**config.mk**
```make
export PLATFORM = sky130hd
export DESIGN_NAME = uxc_ext_cmd
export DESIGN_NICKNAME = d
export VERILOG_FILES = /design/src/uxc_tx_gate.v /design/src/uxc_wb_slave.v /design/src/uxc_ext_cmd.v
export VERILOG_INCLUDE_DIRS = /design/src
export SDC_FILE = /design/constraint.sdc
export NUM_CORES = 1
export LEC_CHECK = 0
export BUFFER_PORTS_ARGS = -buffer_cell sky130_fd_sc_hd__buf_4
export CAP_MARGIN = 40
export CORE_MARGIN = 2
export CORE_UTILIZATION = 35
export DETAILED_ROUTE_END_ITERATION = 10
export GPL_ROUTABILITY_DRIVEN = 1
export PLACE_DENSITY = 0.7
export SYNTH_ARGS = -nofsm -noshare
export SYNTH_HDL_FRONTEND = slang
export SYNTH_SLANG_ARGS = --single-unit
```
**constraint.sdc**
```tcl
create_clock -name clk_i -period 2.04 [get_ports clk_i]
set_input_delay 0.306 -clock clk_i [delete_from_list [all_inputs] [get_ports clk_i]]
set_output_delay 0.306 -clock clk_i [all_outputs]
set_load 0.005 [all_outputs]
```
**src/uxc_defines.vh**
```
// constants for the extended command decoder
`ifndef UXC_DEFINES_VH
`define UXC_DEFINES_VH
// register byte addresses on the wishbone slave
`define UXC_ADR_CMD      4'h0
`define UXC_ADR_STATUS   4'h4
`define UXC_ADR_IRQ_STAT 4'h8
`define UXC_ADR_IRQ_MASK 4'hc
// command field
`define UXC_CMD_W        5
`define UXC_CODE_RESUME  5'h16
`define UXC_CODE_PAUSE   5'h17
`define UXC_CODE_CANCEL  5'h18
`define UXC_CODE_ADRRST  5'h1b
`define UXC_CODE_ERRRD   5'h1d
`define UXC_CODE_CHIPRST 5'h1f
`define UXC_CODE_ERRENT  5'h0d
// status register bit positions
`define UXC_ST_PAUSED    0
`define UXC_ST_FC_PEND   1
`define UXC_ST_ERR_ENTRY 2
`define UXC_ST_ADR_FLAG  3
`define UXC_ST_TX_BUSY   4
// interrupt bit positions
`define UXC_IRQ_W        3
`define UXC_IRQ_ADR      0
`define UXC_IRQ_IGNORED  1
`define UXC_IRQ_CHIPRST  2
// chip reset pulse length in cycles
`define UXC_RST_CYCLES   4'h4
`endif

```
**src/uxc_tx_gate.v**
```verilog
// transmit start gate: pause, resume and flow-control priority
`default_nettype none
`include "uxc_defines.vh"
module uxc_tx_gate (
  input  wire clk_i,
  input  wire rst_i,
  input  wire pause_i,
  input  wire resume_i,
  input  wire queue_has_char_i,
  input  wire fc_pending_i,
  input  wire shift_busy_i,
  output wire paused_o,
  output wire load_data_o,
  output wire load_fc_o
);
  reg paused_r;

  // pause flag; a resume overrides a same-cycle pause
  always @(posedge clk_i) begin
    if (rst_i) begin
      paused_r <= 1'b0;
    end else if (resume_i) begin
      paused_r <= 1'b0; // RULE2
    end else if (pause_i) begin
      paused_r <= 1'b1; // RULE4
    end
  end

  assign paused_o    = paused_r;
  // flow control goes first and ignores the pause
  assign load_fc_o   = !shift_busy_i && fc_pending_i; // RULE6
  // a busy shifter finishes; only new starts are held
  assign load_data_o = !shift_busy_i && !fc_pending_i && queue_has_char_i && !paused_r; // RULE4 RULE5
endmodule // uxc_tx_gate
`default_nettype wire

```
**src/uxc_wb_slave.v**
```verilog
// classic wishbone slave handshake, one wait state
`default_nettype none
module uxc_wb_slave (
  input  wire       clk_i,
  input  wire       rst_i,
  input  wire       cyc_i,
  input  wire       stb_i,
  input  wire       we_i,
  output reg        ack_o,
  output wire       wr_o,
  output wire       rd_o
);
  // ack one cycle after the request, dropped the cycle after
  always @(posedge clk_i) begin
    if (rst_i) begin
      ack_o <= 1'b0;
    end else begin
      ack_o <= cyc_i && stb_i && !ack_o;
    end
  end

  // a write lands at the edge where the master sees ack high
  assign wr_o = cyc_i && stb_i && ack_o && we_i;
  assign rd_o = cyc_i && stb_i && ack_o && !we_i;
endmodule // uxc_wb_slave
`default_nettype wire

```
**src/uxc_ext_cmd.v**
```verilog
// extended command decoder for the uart channel
// Overview of operation
// (RULE1) five-bit command in bits 4..0, acted on when written
// (RULE2) resume clears host pause; transmitter then loads next queued char
// (RULE3) resume is ignored while automatic transmit mode is on
// (RULE4) pause code stops transmitter starting further characters
// (RULE5) character already in shift register finishes through stop bit
// (RULE6) flow-control characters requested by receiver still sent while paused
// (RULE7) cancel code drops pending host flow-control char not yet loaded
// (RULE8) cancel with nothing pending or already started does nothing
// (RULE9) address reset code clears address-recognised interrupt status
// (RULE10) read-time code restores error accumulation on queue read
// (RULE11) entry-time code accumulates break, framing, parity on queue entry
// (RULE12) all-ones code performs a chip-wide reset; the code acts on it only when CHANNEL_A is set
// (RULE13) chip reset on channel a equals the hardware reset pin
// (RULE14) reserved codes take no action, change no state
// (RULE15) host pauses after flow-off interrupt, resumes later with resume code
`default_nettype none
`include "uxc_defines.vh"
module uxc_ext_cmd #(
  parameter CHANNEL_A = 1'b1
) (
  input  wire        clk_i,
  input  wire        rst_i,
  input  wire        cyc_i,
  input  wire        stb_i,
  input  wire        we_i,
  input  wire [3:0]  adr_i,
  input  wire [3:0]  sel_i,
  input  wire [31:0] dat_i,
  output reg  [31:0] dat_o,
  output wire        ack_o,
  output reg         int_o,
  input  wire        auto_tx_i,
  input  wire        queue_has_char_i,
  input  wire        host_fc_req_i,
  input  wire        shift_busy_i,
  input  wire        adr_recognised_i,
  output reg         load_data_o,
  output reg         load_fc_o,
  output reg         fc_from_host_o,
  output reg         err_on_entry_o,
  output reg         chip_rst_o
);
  wire       wr;
  wire       paused;
  wire       g_load_data;
  wire       g_load_fc;
  wire [4:0] code;
  wire       cmd_wr;
  reg        host_fc_r;
  reg        adr_flag_r;
  reg  [`UXC_IRQ_W-1:0] irq_stat_r;
  reg  [`UXC_IRQ_W-1:0] irq_mask_r;
  reg  [`UXC_IRQ_W-1:0] irq_set;
  reg  [3:0] rst_cnt_r;
  reg        hit_resume;
  reg        hit_pause;
  reg        hit_cancel;
  reg        hit_adrrst;
  reg        hit_reserved;
  wire       soft_rst;

  // bus handshake
  uxc_wb_slave u_bus (
    .clk_i (clk_i),
    .rst_i (soft_rst),
    .cyc_i (cyc_i),
    .stb_i (stb_i),
    .we_i  (we_i),
    .ack_o (ack_o),
    .wr_o  (wr),
    .rd_o  ()
  );

  // chip reset acts like the pin while the pulse runs
  assign soft_rst = rst_i || (rst_cnt_r != 4'h0); // RULE13

  // command write: low lane of the command register
  assign cmd_wr = wr && (adr_i == `UXC_ADR_CMD) && sel_i[0]; // RULE1
  assign code   = dat_i[`UXC_CMD_W-1:0]; // RULE1

  // decode written code into one-cycle strobes
  always @* begin
    hit_resume   = 1'b0;
    hit_pause    = 1'b0;
    hit_cancel   = 1'b0;
    hit_adrrst   = 1'b0;
    hit_reserved = 1'b0;
    if (cmd_wr) begin
      case (code)
        `UXC_CODE_RESUME: hit_resume = !auto_tx_i; // RULE2 RULE3
        `UXC_CODE_PAUSE:  hit_pause  = 1'b1; // RULE4
        `UXC_CODE_CANCEL: hit_cancel = 1'b1; // RULE7
        `UXC_CODE_ADRRST: hit_adrrst = 1'b1; // RULE9
        `UXC_CODE_ERRRD, `UXC_CODE_ERRENT, `UXC_CODE_CHIPRST: hit_reserved = 1'b0;
        5'h19, 5'h1a, 5'h1c, 5'h1e: hit_reserved = 1'b1; // RULE14
        default: hit_reserved = 1'b0;
      endcase
    end
  end

  // pause and start arbitration
  uxc_tx_gate u_gate (
    .clk_i            (clk_i),
    .rst_i            (soft_rst),
    .pause_i          (hit_pause),
    .resume_i         (hit_resume),
    .queue_has_char_i (queue_has_char_i),
    .fc_pending_i     (host_fc_r),
    .shift_busy_i     (shift_busy_i),
    .paused_o         (paused),
    .load_data_o      (g_load_data),
    .load_fc_o        (g_load_fc)
  );

  // host flow-control char pending; cancel only before load
  always @(posedge clk_i) begin
    if (soft_rst) begin
      host_fc_r <= 1'b0;
    end else if (host_fc_req_i) begin
      host_fc_r <= 1'b1; // new request wins over cancel
    end else if (g_load_fc) begin
      host_fc_r <= 1'b0; // now in shifter, sent in full  RULE8
    end else if (hit_cancel) begin
      host_fc_r <= 1'b0; // RULE7 RULE8
    end
  end

  // error accumulation mode
  always @(posedge clk_i) begin
    if (soft_rst) begin
      err_on_entry_o <= 1'b0;
    end else if (cmd_wr && code == `UXC_CODE_ERRENT) begin
      err_on_entry_o <= 1'b1; // RULE11
    end else if (cmd_wr && code == `UXC_CODE_ERRRD) begin
      err_on_entry_o <= 1'b0; // RULE10
    end else if (hit_reserved) begin
      err_on_entry_o <= err_on_entry_o; // RULE14
    end
  end

  // address-recognised status; a new event beats the clear
  always @(posedge clk_i) begin
    if (soft_rst) begin
      adr_flag_r <= 1'b0;
    end else if (adr_recognised_i) begin
      adr_flag_r <= 1'b1;
    end else if (hit_adrrst) begin
      adr_flag_r <= 1'b0; // RULE9
    end
  end

  // chip reset pulse counter, held off the soft reset itself
  always @(posedge clk_i) begin
    if (rst_i) begin
      rst_cnt_r <= 4'h0;
    end else if (rst_cnt_r != 4'h0) begin
      rst_cnt_r <= rst_cnt_r - 4'h1;
    end else if (cmd_wr && code == `UXC_CODE_CHIPRST && CHANNEL_A) begin
      rst_cnt_r <= `UXC_RST_CYCLES; // RULE12 RULE13
    end
  end

  // interrupt events
  always @* begin
    irq_set = {`UXC_IRQ_W{1'b0}};
    irq_set[`UXC_IRQ_ADR]     = adr_recognised_i;
    irq_set[`UXC_IRQ_IGNORED] = cmd_wr && code == `UXC_CODE_RESUME && auto_tx_i;
    irq_set[`UXC_IRQ_CHIPRST] = 1'b0;
  end

  // sticky status, write one to clear, set wins; mask register
  always @(posedge clk_i) begin
    if (soft_rst) begin
      irq_stat_r <= {`UXC_IRQ_W{1'b0}};
      irq_mask_r <= {`UXC_IRQ_W{1'b0}};
    end else begin
      if (wr && adr_i == `UXC_ADR_IRQ_STAT && sel_i[0]) begin
        irq_stat_r <= (irq_stat_r & ~dat_i[`UXC_IRQ_W-1:0]) | irq_set;
      end else if (hit_adrrst) begin
        irq_stat_r <= (irq_stat_r & ~(3'h1 << `UXC_IRQ_ADR)) | irq_set; // RULE9
      end else begin
        irq_stat_r <= irq_stat_r | irq_set;
      end
      if (wr && adr_i == `UXC_ADR_IRQ_MASK && sel_i[0]) begin
        irq_mask_r <= dat_i[`UXC_IRQ_W-1:0];
      end
    end
  end

  // registered outputs; pin reset and chip reset clear them alike, except chip_rst_o, which both set
  always @(posedge clk_i) begin
    if (soft_rst) begin
      int_o          <= 1'b0;
      load_data_o    <= 1'b0;
      load_fc_o      <= 1'b0;
      fc_from_host_o <= 1'b0;
      chip_rst_o     <= 1'b1; // RULE13
    end else begin
      int_o          <= |(irq_stat_r & irq_mask_r);
      load_data_o    <= g_load_data; // RULE2 RULE5
      load_fc_o      <= g_load_fc; // RULE6
      fc_from_host_o <= host_fc_r;
      chip_rst_o     <= 1'b0;
    end
  end

  // read data, latched on the request cycle
  always @(posedge clk_i) begin
    if (soft_rst) begin
      dat_o <= 32'h0; // RULE13
    end else if (cyc_i && stb_i && !we_i) begin
      if (adr_i == `UXC_ADR_STATUS) begin
        dat_o <= {27'h0, shift_busy_i, adr_flag_r, err_on_entry_o, host_fc_r, paused};
      end else if (adr_i == `UXC_ADR_IRQ_STAT) begin
        dat_o <= {29'h0, irq_stat_r};
      end else if (adr_i == `UXC_ADR_IRQ_MASK) begin
        dat_o <= {29'h0, irq_mask_r};
      end else begin
        dat_o <= 32'h0; // command register and unmapped read zero
      end
    end
  end
endmodule // uxc_ext_cmd
`default_nettype wire

```
==> results.sh, run 1 <==
export IMPL_outcome="finished, final reports clean"
export IMPL_antenna_found_initial=0
export IMPL_die_area_sq_um=4170
export IMPL_hold_buffers=0
export IMPL_layout_commonest_cell="buf_4"
export IMPL_mostFrequentLayoutCells="buf_4, conb_1, dfxtp_1"
export IMPL_wl_per_cell_um=11.8
export IMPL_grt_pass1_vias=973
export IMPL_area_growth_pct=17.7
export IMPL_post_cts_buffers=0
export IMPL_layout_drive_gt1_share_pct=24.0
export IMPL_remaining_drc_errors=0
export IMPL_fmax_mhz=649
export IMPL_dpl_hpwl_mm=2.08
export IMPL_n_fill_cell=380
export IMPL_ys_seq_area_share_pct=38.9
export IMPL_pre_cts_ws_ns=0.330
export IMPL_setup_tns_ns=0
export IMPL_clockBufferDepth=2
export IMPL_diodes=0
export IMPL_power_density_nw_per_um2=596
export IMPL_io_buffers=31
export IMPL_cts_resized=0
export IMPL_syn_area_sq_um=1280
export IMPL_hp_class="in -> reg"
export IMPL_synth_warnings=0
export IMPL_firstDrtPassIters=4
export IMPL_io_pins=89
export IMPL_start_util_pct=35.6
export IMPL_vias=1072
export IMPL_worstPathArrival_ns=1.75
export IMPL_tritoncts="yes"
export IMPL_finalMaxSlewViolations=0
export IMPL_yosysUniqueCellTypes=37
export IMPL_crit_path_max_fanout=5
export IMPL_syn_inst=147
export IMPL_p_leak_nw=0.619
export IMPL_grt_start_max_net_pins=15
export IMPL_cp_start_kind="flop"
export IMPL_first_iter_violations=61
export IMPL_max_slew_worst_pin_slew_ns=0.509
export IMPL_final_nets=230
export IMPL_overflow=0
export IMPL_clk_latency_ns=0.27
export IMPL_row_count=22
export IMPL_cts_sinks=25
export IMPL_avgSynthCellArea_sq_um=8.74
export IMPL_placed_area_sq_um=1470
export IMPL_cts_root_buffer="clkbuf_8"
export IMPL_clkTransAtPathRegs_ns=0.09
export IMPL_finalHoldViolCount=0
export IMPL_cap_violations=0
export IMPL_grt_pass1_wl_mm=4.44
export IMPL_rsz0062_at_grt="false"
export IMPL_die_x_um=64.6
export IMPL_vdd_drop_max_v=0.000230
export IMPL_synth_seq_cells=25
export IMPL_finalCriticalPeriod_ns=1.54
export IMPL_period_share_pct=75.6
export IMPL_die_h_um=64.6
export IMPL_htree_levels=1
export IMPL_design_area_sq_um=1510
export IMPL_drtAntennaViolNets=0
export IMPL_via_per_inst=4.72
export IMPL_final_util_pct=41.9
export IMPL_globalplace_congestion=0.822
export IMPL_worstPathRequired_ns=2.25
export IMPL_hold_ws_ns=0.220
export IMPL_setup_viol=0
export IMPL_fin_ws_ns=0.498
export IMPL_core_area_sq_um=3610
export IMPL_worst_setup_path_end_kind="flop"
export IMPL_numCtsBuffers=3
export IMPL_wl_mm=2.67
export IMPL_grt_use_total_pct=13.8
export IMPL_path_class="reg -> reg"
export IMPL_skew_ns=0.00535
export IMPL_maxSlewHeadroom_pct=65.8
-- synth_stat cells --
cell / instances / area (sq um)
buf_4: 28 / 210
dfxtp_1: 25 / 500
nor2_1: 13 / 48.8
nand2_1: 10 / 37.5
o21ai_0: 7 / 35.0
nand3_1: 6 / 30.0
nor3_1: 6 / 30.0
a21oi_1: 5 / 25.0
a22oi_1: 5 / 37.5
mux2i_1: 3 / 30.0
o21a_1: 3 / 22.5
clkbuf_1: 2 / 7.51
mux2_2: 2 / 22.5
nand2b_1: 2 / 12.5
nand3b_1: 2 / 15.0
nand4_1: 2 / 12.5
nor2b_1: 2 / 12.5
o31ai_1: 2 / 15.0
or2_1: 2 / 12.5
or3_1: 2 / 12.5
or4_1: 2 / 15.0
a222oi_1: 1 / 10.0
a31oi_1: 1 / 6.26
and2_1: 1 / 6.26
and3b_1: 1 / 8.76
buf_2: 1 / 5.00
conb_1: 1 / 3.75
inv_1: 1 / 3.75
inv_2: 1 / 3.75
nand4b_1: 1 / 8.76
nor4_2: 1 / 12.5
nor4_4: 1 / 21.3
nor4b_1: 1 / 8.76
o221a_2: 1 / 11.3
o41ai_1: 1 / 8.76
or3_4: 1 / 11.3
or4b_1: 1 / 10.0
-- where the power goes --
part	leakage, nW	internal (W)	switching, W
registers	0.203	0.000496	0.00000472
clock network	0.0228	0.000140	0.000156
logic	0.393	0.0000461	0.0000585
total	0.619	0.000682	0.000219
-- through the flow --
stage	total power [W]	instances
final	0.000901	227
after global routing	0.000940	227
after CTS	0.000904	227
after detailed placement	0.000616	223
after global placement	0.000615	223
after floorplan	0.000596	173
-- layout make-up --
| cell class | count | area [sq um] | share of cell area (%) |
|---|---|---|---|
| clock buffers | 4 | 45.0 | 2.98 |
| inverters | 2 | 7.51 | 0.496 |
| multi-input cells | 115 | 652 | 43.1 |
| flip-flops and latches | 25 | 500 | 33.1 |
| well taps | 48 | 60.1 | 3.97 |
| repair buffers | 33 | 248 | 16.4 |
-- per-layer routing --
metal | global-route usage (%) | up-vias | share of wire [%]
li1 | - | 533 | -
met1 | 16.5 | 494 | 41
met2 | 23.7 | 41 | 50
met3 | 3.13 | 4 | 7.4
met4 | 5.59 | 0 | 1.2
met5 | 0 | - | 0
-- final timing paths --
kind	depth (start not counted)	slack (ns)	startpoint	endpoint
worst max-delay path	4	0.50	u_bus.ack_o$_SDFF_PP0_	irq_stat_r[1]$_SDFF_PP0_
worst min-delay path	2	0.22	shift_busy_i	load_data_o$_SDFF_PP0_
worst max register to register	4	0.50	u_bus.ack_o$_SDFF_PP0_	irq_stat_r[1]$_SDFF_PP0_
worst min register to register	2	0.46	irq_stat_r[2]$_SDFFE_PP0P_	irq_stat_r[2]$_SDFFE_PP0P_
-- kinds of logic (layout without fill, tap and decap cells) --
family / after synthesis / count (layout) / synth area share [%]
and+or+nand+nor: 57 / 57 / 25.4
buffers and inverters: 33 / 39 / 17.9
AOI/OAI and AO/OA: 26 / 26 / 13.3
DFF: 25 / 25 / 38.9
muxes: 5 / 5 / 4.09
other: 1 / 27 / 0.292
-- critical path: stages (launching register included) --
cell and delay [ns]:
dfxtp_1 0.38, nand3_1 0.09, or3_4 0.36, or4_1 0.51
a21oi_1 0.14
-- state kept, by name (all words and copies together) (netlist names) --
| signal | cells |
|---|---|
| err_on_entry_o | 1 |
| host_fc_r | 1 |
| load_data_o | 1 |
| u_gate.paused_o | 1 |
| irq_mask_r | 3 |
| adr_flag_r | 1 |
| irq_stat_r | 3 |
| chip_rst_o | 1 |
| rst_cnt_r | 4 |
| load_fc_o | 1 |
| int_o | 1 |
| u_bus.ack_o | 1 |
| dat_o | 5 |
| fc_from_host_o | 1 |
(Power assumes the default switching activity.)
==> run 2: changes to the inputs <==
ABC_AREA = 1   (was not set)
PLACE_DENSITY = 0.69   (was 0.7)
clock period = 1.45 ns   (was 2.04 ns; I/O delays follow)
==> run 2 against run 1 <==
Design area is 0.91% higher. Synthesized cell count is 26% higher. Combinational power grew to 5.8 times the previous value. Maximum frequency is 29% higher. Sequential power is 74% higher. Via count is 3.5% higher. Flip-flop and latch count stayed put. First-iteration DRC count is 6.6% lower. Setup slack worse by 0.25 ns. Critical path type unchanged. Worst hold slack worse by 0.11 ns. Total power is 110% higher. Critical endpoint is now u_gate.paused_o$_SDFFE_PP0P_. Clock skew is 0.0017 ns lower.
==> results.sh, run 2 <==
export IMPL_synth_seq_cells=25
export IMPL_total_power_w=0.00191
export IMPL_rsz0062_at_grt="false"
export IMPL_finalMaxSlewViolations=0
export IMPL_wl_mm=2.45
export IMPL_power_density_nw_per_um2=1250
export IMPL_cts_root_buffer="clkbuf_8"
export IMPL_crit_path_max_fanout=6
export IMPL_synthFlopType="dfxtp_1"
export IMPL_ff2ff_path_depth=7
export IMPL_diodes=0
export IMPL_io_pins=89
export IMPL_top_regs="dat_o (5), rst_cnt_r (4)"
export IMPL_cp_num_cells=7
export IMPL_syn_inst=185
export IMPL_io_buffers=31
export IMPL_synth_warnings=0
export IMPL_overflow=0
export IMPL_cp_num_buf_inv=0
export IMPL_die_area_sq_um=4210
export IMPL_cts_sinks=25
export IMPL_yosys_area_top_type="dfxtp_1"
export IMPL_async_flop_share_pct=0
export IMPL_row_count=22
export IMPL_setup_viol=0
export IMPL_finalCriticalPeriod_ns=1.20
export IMPL_final_nets=269
export IMPL_outcome="finished, final reports clean"
export IMPL_synth_top_area_share_pct=38.5
export IMPL_grt_start_max_net_pins=16
export IMPL_htree_levels=1
export IMPL_globalplace_congestion=0.814
export IMPL_start_util_pct=36.0
export IMPL_cpPeakStageDelay_ns=0.36
export IMPL_p_leak_nw=0.710
export IMPL_path_cells="nand3_1 > nor2_2 > nand2_2 > nor2_1 > nand2_1 > nand2_1 > nor2_1"
export IMPL_drtAntennaViolNets=0
export IMPL_multi_input_area_sq_um=602
export IMPL_clkTransAtPathRegs_ns=0.09
export IMPL_die_x_um=64.9
export IMPL_clk_latency_ns=0.27
export IMPL_yosysUniqueCellTypes=22
export IMPL_vias=1109
export IMPL_dpl_hpwl_mm=1.99
export IMPL_cp_slowest_cell="dfxtp_1"
export IMPL_final_seq_area_sq_um=500
export IMPL_area_growth_pct=17.5
export IMPL_grt_pass1_vias=973
export IMPL_die_h_um=64.9
export IMPL_via_per_inst=4.17
export IMPL_period_share_pct=82.6
export IMPL_grt_pass1_wl_mm=4.12
export IMPL_hp_class="in -> reg"
export IMPL_cp_start_kind="flop"
export IMPL_holdPathStages=2
export IMPL_hold_buffers=0
export IMPL_yosys_top_cells_count="nand2_1, buf_4, nor2_1, dfxtp_1, inv_1"
export IMPL_finalHoldViolCount=0
export IMPL_clockBufferDepth=2
export IMPL_worstPathRequired_ns=1.63
export IMPL_fmax_mhz=834
export IMPL_n_fill_cell=380
export IMPL_tritoncts="yes"
export IMPL_cap_violations=0
export IMPL_numCtsBuffers=3
export IMPL_syn_area_sq_um=1300
export IMPL_cts_resized=0
export IMPL_firstDrtPassIters=4
export IMPL_remaining_drc_errors=0
export IMPL_layout_drive_gt1_share_pct=20.2
export IMPL_first_iter_violations=57
export IMPL_post_cts_buffers=0
export IMPL_setup_tns_ns=0
export IMPL_ys_seq_area_share_pct=38.5
export IMPL_mostFrequentLayoutCells="nand2_1, buf_4, nor2_1, conb_1, dfxtp_1"
export IMPL_path_class="reg -> reg"
export IMPL_synth_most_common_cell="nand2_1"
export IMPL_vdd_drop_max_v=0.000497
export IMPL_fin_ws_ns=0.252
export IMPL_yosys_top_cells_area="dfxtp_1, buf_4, nand2_1"
export IMPL_pre_cts_ws_ns=0.178
export IMPL_worstPathArrival_ns=1.38
export IMPL_largest_reg_flops=5
export IMPL_synth_edf_count=0
export IMPL_grt_use_total_pct=12.7
export IMPL_antenna_found_initial=0
export IMPL_wl_per_cell_um=9.21
export IMPL_avgSynthCellArea_sq_um=7.02
export IMPL_core_area_sq_um=3610
export IMPL_cp_top_family="simple AND/OR/NAND/NOR gates"
export IMPL_skew_ns=0.00364
export IMPL_worst_setup_path_end_kind="flop"
export IMPL_max_flop_register="dat_o"
-- run 2: kinds of logic (layout without fill, tap and decap cells) --
group                  Yosys count  count (layout)  synth area share [%]
DFF                             25              25                  38.5
buffers and inverters           49              56                  22.6
AOI/OAI and AO/OA               28              28                  11.1
and+or+nand+nor                 82              82                  27.5
other                            1              27                 0.289
-- run 2: per-layer routing --
metal	GRT usage [%]	part of all wire, %	up-vias	routed length, um
met3	2.95	6.6	5	162
met1	16.4	47	469	1140
met4	6.38	2.1	0	51
met5	0	0	-	0
met2	19.6	45	40	1100
li1	-	-	595	-
-- run 2: worst paths after layout --
check,from,end,slack [ns]
max reg2reg,u_bus.ack_o$_SDFF_PP0_,u_gate.paused_o$_SDFFE_PP0P_,0.25
min,rst_i,rst_cnt_r[1]$_SDFFE_PP0P_,0.11
min reg2reg,u_bus.ack_o$_SDFF_PP0_,u_bus.ack_o$_SDFF_PP0_,0.47
max,u_bus.ack_o$_SDFF_PP0_,u_gate.paused_o$_SDFFE_PP0P_,0.25
-- run 2: final cells by class --
class                      instances  share of cell area [%]
multi-input combinational        137                    39.4
sequential                        25                    32.8
timing repair buffer              32                    15.7
inverter                          20                    4.92
tap                               48                    3.93
clock buffer                       3                    2.70
clock inverter                     1                   0.492
-- run 2: power breakdown --
part	internal, W	switching (W)	leakage [nW]	total (W)
clock	0.000195	0.000231	0.0217	0.000426
combinational	0.000249	0.000361	0.485	0.000610
sequential	0.000810	0.0000627	0.204	0.000873
total	0.00125	0.000655	0.710	0.00191
-- run 2: metrics by stage --
step           cell area [sq um]  hold WS [ns]  util (%)  cells
6_report                    1530         0.109      42.3    266
5_1_grt                     1530         0.112      42.3    266
4_1_cts                     1530         0.104      42.3    266
3_5_place_dp                1480         0.399      41.0    262
3_3_place_gp                1480         0.397      41.0    262
2_1_floorplan               1400         0.287         -    211
